## src/logic/bpoc_pkg.sv

```systemverilog
// Shared constants and types for the brushless output-stage controller.
package bpoc_pkg;

  // ****************************************************************
  // Clock and carrier timing
  // ****************************************************************
  localparam int unsigned CLK_MHZ = 40;
  // Carrier period is the timing constant times the timing capacitance.
  localparam int unsigned CARRIER_OHM = 45000;
  localparam int unsigned CARRIER_CAP_PF = 1000;
  localparam int unsigned CARRIER_CYC = CLK_MHZ * CARRIER_OHM * CARRIER_CAP_PF / 1000000;
  localparam int unsigned RAMP_W = 11;
  localparam logic [RAMP_W-1:0] RAMP_RESET = 11'h000;
  localparam logic [RAMP_W-1:0] RAMP_LAST = RAMP_W'(CARRIER_CYC - 1);

  // ****************************************************************
  // Duty compare levels (digitised compare node, 20 mV per code)
  // ****************************************************************
  localparam int unsigned LEVEL_W = 8;
  localparam int unsigned LEVEL_MV_LSB = 20;
  localparam int unsigned DUTY_OFF_MV = 3000;
  localparam int unsigned DUTY_FULL_MV = 1200;
  localparam logic [LEVEL_W-1:0] DUTY_OFF_CODE = LEVEL_W'(DUTY_OFF_MV / LEVEL_MV_LSB);
  localparam logic [LEVEL_W-1:0] DUTY_FULL_CODE = LEVEL_W'(DUTY_FULL_MV / LEVEL_MV_LSB);

  // ****************************************************************
  // Current-limit spike filter (least time, rounded up)
  // ****************************************************************
  localparam int unsigned CL_FILTER_NS = 500;
  localparam int unsigned CL_FILTER_CYC = (CL_FILTER_NS * CLK_MHZ + 999) / 1000;
  localparam int unsigned FILT_W = 5;

  // ****************************************************************
  // Lock protection timing
  // ****************************************************************
  localparam int unsigned LOCK_TIME_MS = 1540;
  localparam int unsigned LOCK_CYC = LOCK_TIME_MS * 1000 * CLK_MHZ;
  localparam int unsigned UNLOCK_ZERO_MS = 10;
  localparam int unsigned UNLOCK_CYC = UNLOCK_ZERO_MS * 1000 * CLK_MHZ;
  localparam int unsigned CNT_W = 32;
  localparam logic [CNT_W-1:0] CNT_RESET = 32'h00000000;

  // ****************************************************************
  // Hall codes and drive encodings
  // ****************************************************************
  localparam logic [2:0] HALL_ILLEGAL = 3'h7;
  localparam logic [2:0] PHASE_NONE = 3'h0;
  localparam logic [2:0] PHASE_A = 3'h1;
  localparam logic [2:0] PHASE_B = 3'h2;
  localparam logic [2:0] PHASE_C = 3'h4;

  // Main sequence states, Gray coded along stop, run, locked.
  typedef enum logic [1:0] {
    BPOC_STOP = 2'h0,
    BPOC_RUN = 2'h1,
    BPOC_LOCKED = 2'h3
  } bpoc_state_t;

endpackage : bpoc_pkg

```

## src/logic/bpoc_deglitch.sv

```systemverilog
// Deglitch filter that passes a high level only after it has held for a set time; a low level passes at once.
`timescale 1ns/1ps
`default_nettype none

module bpoc_deglitch #(
  parameter int unsigned HOLD_CYC = bpoc_pkg::CL_FILTER_CYC
) (
  input wire logic clk_in,
  input wire logic rst_n_in,
  input wire logic raw_in,
  output logic filt_out
);
  import bpoc_pkg::*;

  typedef struct packed {
    logic [FILT_W-1:0] cnt;
    logic filt;
  } bpoc_dg_state_t;

  localparam logic [FILT_W-1:0] HOLD_LAST = FILT_W'(HOLD_CYC - 1);
  localparam logic [FILT_W-1:0] DG_ZERO = 5'h00;

  bpoc_dg_state_t st_r;
  bpoc_dg_state_t st_nxt;

  // Count consecutive high samples; any low sample restarts the count, so a
  // recovery spike shorter than the hold time never reaches the output.
  always_comb begin
    st_nxt = st_r;
    if (!raw_in) begin
      st_nxt.cnt = DG_ZERO;
      st_nxt.filt = 1'b0;
    end else if (st_r.cnt == HOLD_LAST) begin
      st_nxt.filt = 1'b1;
    end else begin
      st_nxt.cnt = st_r.cnt + 5'h01;
    end
  end

  // State register with synchronous reset.
  always_ff @(posedge clk_in) begin
    if (!rst_n_in) begin
      st_r <= '0;
    end else begin
      st_r <= st_nxt;
    end
  end

  assign filt_out = st_r.filt;
endmodule : bpoc_deglitch

`default_nettype wire

```

## src/logic/bpoc_top.sv

```systemverilog
// Output-stage controller: commutation, PWM chopping and output gating.
`timescale 1ns/1ps
`default_nettype none

// Summary of operation
// - Only high-side drives are chopped; low sides follow commutation alone.
// - Stop or supply below operating level puts all six outputs high-impedance.
// - Filtered current-limit trip cuts high-side on-time for the carrier period.
// - Current-limit trip is filtered so short recovery spikes are ignored.
// - Stop mode asserts power save; 5 V regulator enable stays on always.
// - Carrier period is timing constant times timing capacitance, in clock cycles.
// - Compare level above 3.0 V gives 0% duty, below 1.2 V gives 100%.
// - Pulse mode enables high-side drive while pulse input is low, cuts it while high; low sides stay driven.
// - All three Hall inputs high switches off all six outputs.
// - Hall input changes are the event source for lock protection.
// - Supply below trip turns high sides off until it rises past release.
// - No Hall change for the lock period while driving turns high sides off.
module bpoc_top #(
  parameter int unsigned LOCK_CYCLES = bpoc_pkg::LOCK_CYC,
  parameter int unsigned UNLOCK_CYCLES = bpoc_pkg::UNLOCK_CYC
) (
  input wire logic clk_in,
  input wire logic rst_n_in,
  input wire logic stop_in,
  input wire logic dir_reverse_in,
  input wire logic pulse_mode_in,
  input wire logic pulse_duty_n_in,
  input wire logic [bpoc_pkg::LEVEL_W-1:0] duty_compare_level_in,
  input wire logic current_sense_trip_in,
  input wire logic supply_below_operating_in,
  input wire logic supply_sense_below_trip_in,
  input wire logic supply_sense_above_release_in,
  input wire logic [2:0] hall_in,
  output logic phase_a_high_drive_out,
  output logic phase_b_high_drive_out,
  output logic phase_c_high_drive_out,
  output logic phase_a_low_drive_out,
  output logic phase_b_low_drive_out,
  output logic phase_c_low_drive_out,
  output logic drive_oe_out,
  output logic power_save_out,
  output logic regulated_5v_enable_out,
  output logic hall_event_out,
  output logic current_limit_out,
  output logic undervoltage_off_out,
  output logic lock_protect_out
);
  import bpoc_pkg::*;

  // ****************************************************************
  // State
  // ****************************************************************
  typedef struct packed {
    bpoc_state_t mode;
    logic [RAMP_W-1:0] ramp;
    logic lim_cut;
    logic uv_off;
    logic [CNT_W-1:0] lock_cnt;
    logic [CNT_W-1:0] zero_cnt;
    logic [2:0] hall_prev;
    logic hall_evt;
    logic [2:0] hi;
    logic [2:0] lo;
    logic oe;
    logic psave;
  } bpoc_top_state_t;

  bpoc_top_state_t st_r;
  bpoc_top_state_t st_nxt;
  logic lim_filt;
  logic [2:0] comm_hi;
  logic [2:0] comm_lo;
  logic duty_on;
  logic chop_on;
  logic gate_off;
  logic [31:0] duty_lhs;
  logic [31:0] duty_rhs;

  // The spike filter is a separate module so its hold time can be tuned alone.
  bpoc_deglitch #(
    .HOLD_CYC(CL_FILTER_CYC)
  ) u_limit_filter (
    .clk_in(clk_in),
    .rst_n_in(rst_n_in),
    .raw_in(current_sense_trip_in),
    .filt_out(lim_filt)
  );

  // ****************************************************************
  // Commutation decode
  // ****************************************************************
  // Forward order pairs one high and one low phase; reverse swaps the pair,
  // which reverses the torque without a second table.
  always_comb begin
    comm_hi = PHASE_NONE;
    comm_lo = PHASE_NONE;
    unique case (hall_in)
      3'h1: begin
        comm_hi = PHASE_A;
        comm_lo = PHASE_B;
      end
      3'h3: begin
        comm_hi = PHASE_A;
        comm_lo = PHASE_C;
      end
      3'h2: begin
        comm_hi = PHASE_B;
        comm_lo = PHASE_C;
      end
      3'h6: begin
        comm_hi = PHASE_B;
        comm_lo = PHASE_A;
      end
      3'h4: begin
        comm_hi = PHASE_C;
        comm_lo = PHASE_A;
      end
      3'h5: begin
        comm_hi = PHASE_C;
        comm_lo = PHASE_B;
      end
      3'h0, 3'h7: begin
        comm_hi = PHASE_NONE;
        comm_lo = PHASE_NONE;
      end
    endcase
    if (dir_reverse_in) begin
      {comm_hi, comm_lo} = {comm_lo, comm_hi};
    end
  end

  // ****************************************************************
  // Duty compare against the carrier ramp
  // ****************************************************************
  // The ramp is mapped onto the band between the two levels by cross
  // multiplication, which avoids a divider in the compare path.
  assign duty_lhs = 32'(DUTY_OFF_CODE - duty_compare_level_in) * 32'(CARRIER_CYC);
  assign duty_rhs = 32'(st_r.ramp) * 32'(DUTY_OFF_CODE - DUTY_FULL_CODE);

  always_comb begin
    if (duty_compare_level_in >= DUTY_OFF_CODE) begin
      duty_on = 1'b0;
    end else if (duty_compare_level_in <= DUTY_FULL_CODE) begin
      duty_on = 1'b1;
    end else begin
      duty_on = duty_lhs > duty_rhs;
    end
  end

  // Pulse mode ignores the compare level; the host keeps it at full duty.
  assign chop_on = pulse_mode_in ? !pulse_duty_n_in : duty_on;
  assign gate_off = stop_in || supply_below_operating_in;

  // ****************************************************************
  // Next-state logic
  // ****************************************************************
  always_comb begin
    st_nxt = st_r;

    // Free-running carrier ramp.
    if (st_r.ramp == RAMP_LAST) begin
      st_nxt.ramp = RAMP_RESET;
    end else begin
      st_nxt.ramp = st_r.ramp + 11'h001;
    end

    // Cycle-by-cycle limit: cleared at the period start, but a trip in that
    // same cycle wins so no over-current event is lost.
    if (lim_filt) begin
      st_nxt.lim_cut = 1'b1;
    end else if (st_r.ramp == RAMP_LAST) begin
      st_nxt.lim_cut = 1'b0;
    end

    // Undervoltage with hysteresis: trip and release are separate levels.
    if (supply_sense_below_trip_in) begin
      st_nxt.uv_off = 1'b1;
    end else if (supply_sense_above_release_in) begin
      st_nxt.uv_off = 1'b0;
    end

    // Hall change detect feeds the lock timer.
    st_nxt.hall_prev = hall_in;
    st_nxt.hall_evt = hall_in != st_r.hall_prev;

    // Mode sequence and lock timing.
    unique case (st_r.mode)
      BPOC_STOP: begin
        st_nxt.lock_cnt = CNT_RESET;
        st_nxt.zero_cnt = CNT_RESET;
        if (!stop_in) begin
          st_nxt.mode = BPOC_RUN;
        end
      end
      BPOC_RUN: begin
        if (stop_in) begin
          st_nxt.mode = BPOC_STOP;
        end else if (st_r.hall_evt || !chop_on) begin
          st_nxt.lock_cnt = CNT_RESET;
        end else if (st_r.lock_cnt == CNT_W'(LOCK_CYCLES - 1)) begin
          st_nxt.mode = BPOC_LOCKED;
          st_nxt.zero_cnt = CNT_RESET;
        end else begin
          st_nxt.lock_cnt = st_r.lock_cnt + 32'h00000001;
        end
      end
      BPOC_LOCKED: begin
        // Release by stop, or by holding zero duty long enough.
        st_nxt.lock_cnt = CNT_RESET;
        if (stop_in) begin
          st_nxt.mode = BPOC_STOP;
        end else if (chop_on) begin
          st_nxt.zero_cnt = CNT_RESET;
        end else if (st_r.zero_cnt == CNT_W'(UNLOCK_CYCLES - 1)) begin
          st_nxt.mode = BPOC_RUN;
          st_nxt.zero_cnt = CNT_RESET;
        end else begin
          st_nxt.zero_cnt = st_r.zero_cnt + 32'h00000001;
        end
      end
      default: begin
        st_nxt.mode = BPOC_STOP;
      end
    endcase

    // Output stage. Low sides take commutation only, never the chop.
    st_nxt.psave = stop_in;
    st_nxt.oe = !gate_off;
    st_nxt.lo = gate_off ? PHASE_NONE : comm_lo;
    if (gate_off || hall_in == HALL_ILLEGAL) begin
      st_nxt.hi = PHASE_NONE;
      st_nxt.lo = PHASE_NONE;
    end else if (!chop_on || lim_filt || st_r.lim_cut || st_r.uv_off
                 || supply_sense_below_trip_in || st_r.mode != BPOC_RUN) begin
      st_nxt.hi = PHASE_NONE;
    end else begin
      st_nxt.hi = comm_hi;
    end
  end

  // ****************************************************************
  // State register
  // ****************************************************************
  // Reset comes up in stop with outputs released, as after power-up.
  // The Hall history loads the live code, so no false change event follows reset.
  always_ff @(posedge clk_in) begin
    if (!rst_n_in) begin
      st_r <= '{mode: BPOC_STOP, ramp: RAMP_RESET, lim_cut: 1'b0, uv_off: 1'b1,
                lock_cnt: CNT_RESET, zero_cnt: CNT_RESET, hall_prev: hall_in,
                hall_evt: 1'b0, hi: PHASE_NONE, lo: PHASE_NONE, oe: 1'b0,
                psave: 1'b1};
    end else begin
      st_r <= st_nxt;
    end
  end

  // ****************************************************************
  // Outputs
  // ****************************************************************
  assign phase_a_high_drive_out = st_r.hi[0];
  assign phase_b_high_drive_out = st_r.hi[1];
  assign phase_c_high_drive_out = st_r.hi[2];
  assign phase_a_low_drive_out = st_r.lo[0];
  assign phase_b_low_drive_out = st_r.lo[1];
  assign phase_c_low_drive_out = st_r.lo[2];
  assign drive_oe_out = st_r.oe;
  assign power_save_out = st_r.psave;
  // The regulator stays on in power save so Hall bias remains available.
  assign regulated_5v_enable_out = 1'b1;
  assign hall_event_out = st_r.hall_evt;
  assign current_limit_out = st_r.lim_cut;
  assign undervoltage_off_out = st_r.uv_off;
  assign lock_protect_out = st_r.mode == BPOC_LOCKED;
endmodule : bpoc_top

`default_nettype wire

```

## config.mk

```make
export PLATFORM = sky130hd
export DESIGN_NAME = bpoc_top
export DESIGN_NICKNAME = d
export VERILOG_FILES = /design/src/logic/bpoc_pkg.sv /design/src/logic/bpoc_deglitch.sv /design/src/logic/bpoc_top.sv
export SDC_FILE = /design/constraint.sdc
export NUM_CORES = 1
export LEC_CHECK = 0
export BUFFER_PORTS_ARGS = -buffer_cell sky130_fd_sc_hd__buf_2
export CORE_MARGIN = 2
export CORE_UTILIZATION = 35
export CTS_BUF_LIST = sky130_fd_sc_hd__clkbuf_4 sky130_fd_sc_hd__clkbuf_8
export CTS_CLUSTER_SIZE = 16
export DETAILED_ROUTE_END_ITERATION = 6
export PLACE_DENSITY = 0.57
export SYNTH_ARGS = -nofsm -noshare
export SYNTH_HDL_FRONTEND = slang
export SYNTH_SLANG_ARGS = --single-unit
```

## constraint.sdc

```tcl
create_clock -name clk_in -period 8.32 [get_ports clk_in]
set_input_delay 2.08 -clock clk_in [delete_from_list [all_inputs] [get_ports clk_in]]
set_output_delay 2.08 -clock clk_in [all_outputs]
set_load 0.05 [all_outputs]
```

Word level (Yosys, flattened, before mapping)
Memory sizes are Yosys's and may differ from the RTL's. Index checks and enable logic that the tools add are counted.

Word-level logic and storage cells: 91. Register bits: 97. Memory bits (read-only): 48. Memories: 1. Input bits: 21.

Memories: (no name shown) (words 8, width 6, rd ports 1, clocked after memory_dff 0, wr ports 0, line bpoc_top.sv:97) `unique case (hall_in)`.

$add $sub $neg: 5. Bitwise operators: 1. Multiply operators: 2. Muxes and demuxes: 24. Reduce and logical (&&, ||, !) cells: 22. $lt $le $gt $ge: 3. Equal/unequal tests: 19.

Operators with widths (number): 32-bit 2-to-1 mux (7); 64-bit case mux with 3 select lines (1); 32-bit by 1-bit adder with 32-bit output, second input constant (2); 64-bit 2-to-1 mux (1); 32-bit by 19-bit == test with 1-bit output, second input constant (1); 32-bit by 26-bit == test with 1-bit output, second input constant (1); 32-bit by 18-bit greater-than comparator with 1-bit output (1); 32-bit by 8-bit multiplier with 29-bit output, second input constant (1); 11-bit by 6-bit multiplier with 17-bit output, second input constant (1); 2-bit 2-to-1 mux (7); 3-bit inequality test, second input constant (4); 11-bit by 1-bit adder with 11-bit output, second input constant (1); 11-bit == test, second input constant (1); 2-bit inequality test, second input constant (5); 5-bit AND reduction (2); 8-bit by 8-bit subtractor with 9-bit output, first input constant (1); 8-bit greater-or-equal comparator, second input constant (1); 8-bit by 6-bit <= comparator with 1-bit output, second input constant (1); 1-bit logical OR (8); 3-bit 2-to-1 mux (2); 2-bit case mux with 3 select lines (1); 3-bit OR reduction (2); 5-bit by 1-bit adder with 5-bit output, second input constant (1); 5-bit == test, second input constant (1); other kinds (15) (22).

Logic depth before layout (Yosys ltp)
Depth after elaboration: 13. Gate-level depth with buffers: 28. Gate-level depth less buffers: 26.

By module
A second synthesis with hierarchy kept.

Cell total of the unflattened synthesis: 900. Area, all modules: 7532.2 µm².

Modules (own cells, without submodules): bpoc_top (cells each 877, area each 7295.7 µm², times used 1); bpoc_deglitch (cells each 23, area each 236.5 µm², times used 1).

Worst setup path before layout
No wires, ideal clock.

Path kind: input-to-reg. From: input port duty_compare_level_in[0] (netlist name). To: register st_r[66] (netlist name). Data required time: 8227 ps. Slack: 600 ps. Cell stages on the path: 25. Data arrival time: 7627 ps. Library setup time: 93 ps. Cell sequence: ha_1 > xnor2_1 > ha_1 > xor2_1 > ha_1 > inv_1 > fa_1 > inv_1 > ha_1 > fa_1 > a211oi_1 > nor2_1 > o21a_1 > nor2_1 > xnor2_1 > ha_1 > nand2_1 > nor4_1 > o21ai_1 > o211a_1 > o211ai_2 > o21ai_2 > or4_1 > buf_2 > o311ai_2.

Cells in the longest elaborated chain, start to end: 11. Elaborated cells on any way between the ends: 15.

Ends and longest elaborated chain: from (decl) (line bpoc_top.sv:28) `input wire logic [bpoc_pkg::LEVEL_W-1:0] duty_compare_level_in,`; 8-bit by 8-bit subtractor with 9-bit output (line bpoc_top.sv:137) `assign duty_lhs = 32'(DUTY_OFF_CODE - duty_compare_level_in) * 32'(CARRIER_CYC);`; 32-bit by 8-bit multiplier with 29-bit output (line bpoc_top.sv:137); 32-bit by 18-bit greater-than comparator with 1-bit output (line bpoc_top.sv:146) `duty_on = duty_lhs > duty_rhs;`; 1-bit 2-to-1 mux (line bpoc_top.sv:143) `end else if (duty_compare_level_in <= DUTY_FULL_CODE) begin`; 1-bit 2-to-1 mux (*) (line bpoc_top.sv:141) `if (duty_compare_level_in >= DUTY_OFF_CODE) begin`; 1-bit 2-to-1 mux (*) (line bpoc_top.sv:151) `assign chop_on = pulse_mode_in ? !pulse_duty_n_in : duty_on;`; 1-bit logical NOT (*) (line bpoc_top.sv:198) `end else if (st_r.hall_evt || !chop_on) begin`; 1-bit logical OR (*) (line bpoc_top.sv:198); 32-bit 2-to-1 mux (line bpoc_top.sv:198); 64-bit 2-to-1 mux (line bpoc_top.sv:196) `if (stop_in) begin`; 64-bit case mux with 3 select lines (line bpoc_top.sv:187) `unique case (st_r.mode)`; to (signal assigned) (line bpoc_top.sv:248) `st_r <= '{mode: BPOC_STOP, ramp: RAMP_RESET, lim_cut: 1'b0, uv_off: 1'b1,`; to (signal assigned) (line bpoc_top.sv:253) `st_r <= st_nxt;`; to (decl) (line bpoc_top.sv:68) `bpoc_top_state_t st_r;`.

Every way passes the cells marked *; elsewhere a longest branch is shown, timed or not. The select of a mux whose other input is x is not followed. A chain may end at the register's enable or synchronous reset.

Worst setup path after layout
From: input port duty_compare_level_in[0] (netlist name). To: register st_r[64] (netlist name).

Same word-level chain as after synthesis.

==> impl_metrics.toml <==
[floorplan]
die_x_um = 155
core_mm2 = 0.0226
fp.dieH_um = 155
die_area_mm2 = 0.0242
start_util = 0.356
core.rowCount = 55
ios = 34

[sta]
hold_viol_final = 0
min_period_ns = 7.89
slew_viol_final = 0
slew_headroom = 0.331
rsz0062_at_grt = "false"
finalCritPeriodShare = 0.949
setup_violations = 0
max_freq_mhz = 127
clock_skew_ns = 0.0133
tightest_slew_ns = 0.994
setup-tns-final_ns = 0

[cts]
cts_resized = 0
cts_hold_buf = 0
cts-root-buf = "clkbuf_8"
cts_htree_levels = 3
clock_tree.buffer_depth = 2
clkTransAtPathRegs_ns = 0.09
cts_setup_buffers = 0
worstSkewPairLatency_ns = 0.38
cts_buffers = 9
cts_tree = "built"
clock_sinks = 97

[power_and_ir_drop]
cellPowerDensity_mw_per_mm2 = 183
p_switching_mw = 0.632
seqPwrFrac = 0.295
sw_frac_of_total = 0.394
p_int_mw = 0.972
power_frac_clock = 0.207
p_total_mw = 1.60
peakVddDrop_uv = 102
leakagePower_nw = 3.59
power_frac_comb = 0.498

[logic_synthesis]
muxShareOfSynthArea = 0.00748
synth_edf_count = 0
syn_area_mm2 = 0.00803
postSynthAreaPerCell_um2 = 8.09
synthXorXnorAreaFrac = 0.0522
yosys.area_share.adder = 0.203
ys_seq_area_frac = 0.242
synthCells = 993
synth_compound_area_frac = 0.176
yosys.area_share.simple = 0.251
synth_top_family_by_area = "simple AND/OR/NAND/NOR gates"
yosys_warnings = 0
synth_nets = 1128
synth_seq_cells = 97
yosys_most_used_dff = "dfxtp_1"
synth_cell_types = 72
synth-async-reset-ratio = 0

[outcome]
status = "completed"

[cells_and_area]
final_layout_size_suffix_gt1_frac = 0.0825
layout.cells.most_common = "inv_1"
antenna_cells = 0
register_area_mm2 = 0.00194
fin_util = 0.388
multi_input_area_mm2 = 0.00557
final_cell_mix = "102 x inv_1, 97 x dfxtp_1, 89 x ha_1, 84 x nand3_1, 73 x nor2_1"
area_growth_syn_to_layout_pct = 9.11
fin_cells = 1303
layout.nets = 1148
nFillCells = 2355

[grt]
grt_pass1_vias = 6687
grt_usage = 0.163
grt_pass1_wl_um = 32700
grt_antenna_before_repair = 0
overflow = 0
grt_max_degree = 49

[placement]
finalWeightedCongestion = 0.813
placed_cells = 1287
io_buffers = 32
hpwl_um = 14000

[drt]
post_drt_wl_per_cell_um = 14.4
vias = 6995
wl_um = 18800
drc_errors = 0
viasPerCell = 5.37
ant_nets = 0
drt_iter0_markers = 537
drtPass1Iterations = 5

[worst_hold_path]
min_path_type = "reg2reg"

[setup_path]
r2r-start = "st_r[80]"
worstPathRequired_ns = 8.60
critPathArrivalTime_ns = 8.18
crit_path_end = "st_r[64]"
r2r-end = "st_r[64]"
endpoint_kind = "flip-flop"
critPathLaunch = "duty_compare_level_in[0]"
rr_worst_depth = 24
cp_max_fo = 8
rrSetupSlack_ns = 2.19
start_kind = "input pin"
crit_type = "in2reg"

[run]
maxCapViolations = 0
==> cell usage after synthesis, types with 5 or more instances <==
cell,number,area share
inv_1,102,0.048
nand3b_1,5,0.0047
o2111ai_1,6,0.0065
dfxtp_1,97,0.24
fa_1,25,0.062
o311ai_0,5,0.0055
ha_1,89,0.14
nor2b_1,6,0.0047
xnor2_1,21,0.023
nor4_1,14,0.011
mux2i_1,6,0.0075
o41ai_1,5,0.0055
nand4_1,22,0.017
a31oi_1,11,0.0086
a21o_1,12,0.011
o31ai_1,10,0.0093
nor2_1,73,0.034
a21oi_1,42,0.026
nand4b_1,7,0.0076
xor2_1,25,0.027
or3_1,13,0.010
nand2b_1,6,0.0047
or4_1,17,0.016
or2_2,6,0.0047
buf_2,7,0.0044
and2_1,11,0.0086
o21ai_0,25,0.016
nor3_1,15,0.0093
nand3_1,84,0.052
nand2_1,72,0.034
clkbuf_1,28,0.013
o21bai_1,6,0.0056
o211ai_1,35,0.033
a211oi_1,5,0.0047
and3_1,18,0.014
==> layer usage <==
metal	share of wire	up-vias	wire length [µm]	global-route usage
met5	0	-	0	0
met4	0.016	0	309	0.0524
met3	0.030	19	565	0.0237
met2	0.45	84	8470	0.259
met1	0.50	3267	9450	0.229
li1	-	3625	-	-
==> state kept, by name, summed over array words and instances (netlist names) <==
| name | flops |
|---|---|
| power_save_out | 1 |
| phase_a_low_drive_out | 1 |
| current_limit_out | 1 |
| u_limit_filter.filt_out | 1 |
| phase_a_high_drive_out | 1 |
| undervoltage_off_out | 1 |
| st_r | 80 |
| hall_event_out | 1 |
| phase_b_low_drive_out | 1 |
| phase_c_high_drive_out | 1 |
| phase_c_low_drive_out | 1 |
| phase_b_high_drive_out | 1 |
| drive_oe_out | 1 |
| u_limit_filter.st_r | 5 |
==> per-stage QoR <==
stage | hold slack [ns] | instance area [µm²] | worst slack [ns]
5_1_grt | 0.509 | 8760 | 0.0102
4_1_cts | 0.477 | 8760 | 0.444
3_3_place_gp | 0.459 | 8550 | 0.164
6_report | 0.475 | 8760 | 0.426
2_1_floorplan | 0.442 | 8030 | 0.600
3_5_place_dp | 0.466 | 8550 | 0.0660
==> final cells by class <==
cell class,count,area share
well taps,285,0.0407
flip-flops and latches,97,0.222
multi-input cells,755,0.636
clock inverters,4,0.00585
inverters,103,0.0441
repair buffers,47,0.0340
clock buffers,12,0.0181
==> how the worst min path moves through the flow <==
stage	cells after the start	slack, ns	to	start
2_1_floorplan	2	0.44	st_r[51]	st_r[51]
3_3_place_gp	2	0.46	st_r[51]	st_r[51]
3_5_place_dp	2	0.47	st_r[51]	st_r[51]
4_1_cts	2	0.48	st_r[51]	st_r[51]
5_1_grt	2	0.51	st_r[51]	st_r[51]
6_report	2	0.47	st_r[51]	st_r[51]
==> critical path: stages <==
cell and delay [ns]:
buf_2 0.15, ha_1 0.27, a21oi_4 0.20, xor2_2 0.42, xnor2_1 0.20, xnor2_1 0.17, ha_1 0.28, inv_1 0.05
fa_1 0.49, inv_1 0.04, ha_1 0.28, ha_1 0.36, a211oi_1 0.24, nor2_1 0.13, o21a_1 0.18, nor2_1 0.10
xnor2_1 0.08, ha_1 0.29, nand2_1 0.09, nor4_1 0.29, o21ai_1 0.14, o211a_1 0.27, o211ai_2 0.27, o21ai_4 0.09
or4_1 0.74, o311ai_2 0.28
==> logic make-up (layout without fill, tap and decap cells) <==
logic type	count (synthesis)	after routing
and+or+nand+nor	386	386
AOI/OAI and AO/OA	199	199
buffers and inverters	141	166
adders and majority gates	116	116
DFF	97	97
xor gates and xnor gates	47	47
muxes	6	6
other	1	1
==> power by group through the flow <==
| stage | Clock [mW] | Sequential, mW | Combinational (mW) |
|---|---|---|---|
| finish | 0.333 | 0.473 | 0.798 |
| global route | 0.362 | 0.474 | 0.929 |
| CTS | 0.344 | 0.473 | 0.807 |
| detailed placement | 0 | 0.484 | 0.802 |
| global placement | 0 | 0.484 | 0.794 |
| floorplan | 0 | 0.487 | 0.627 |
No activity file was read; power rests on OpenSTA's default activity.
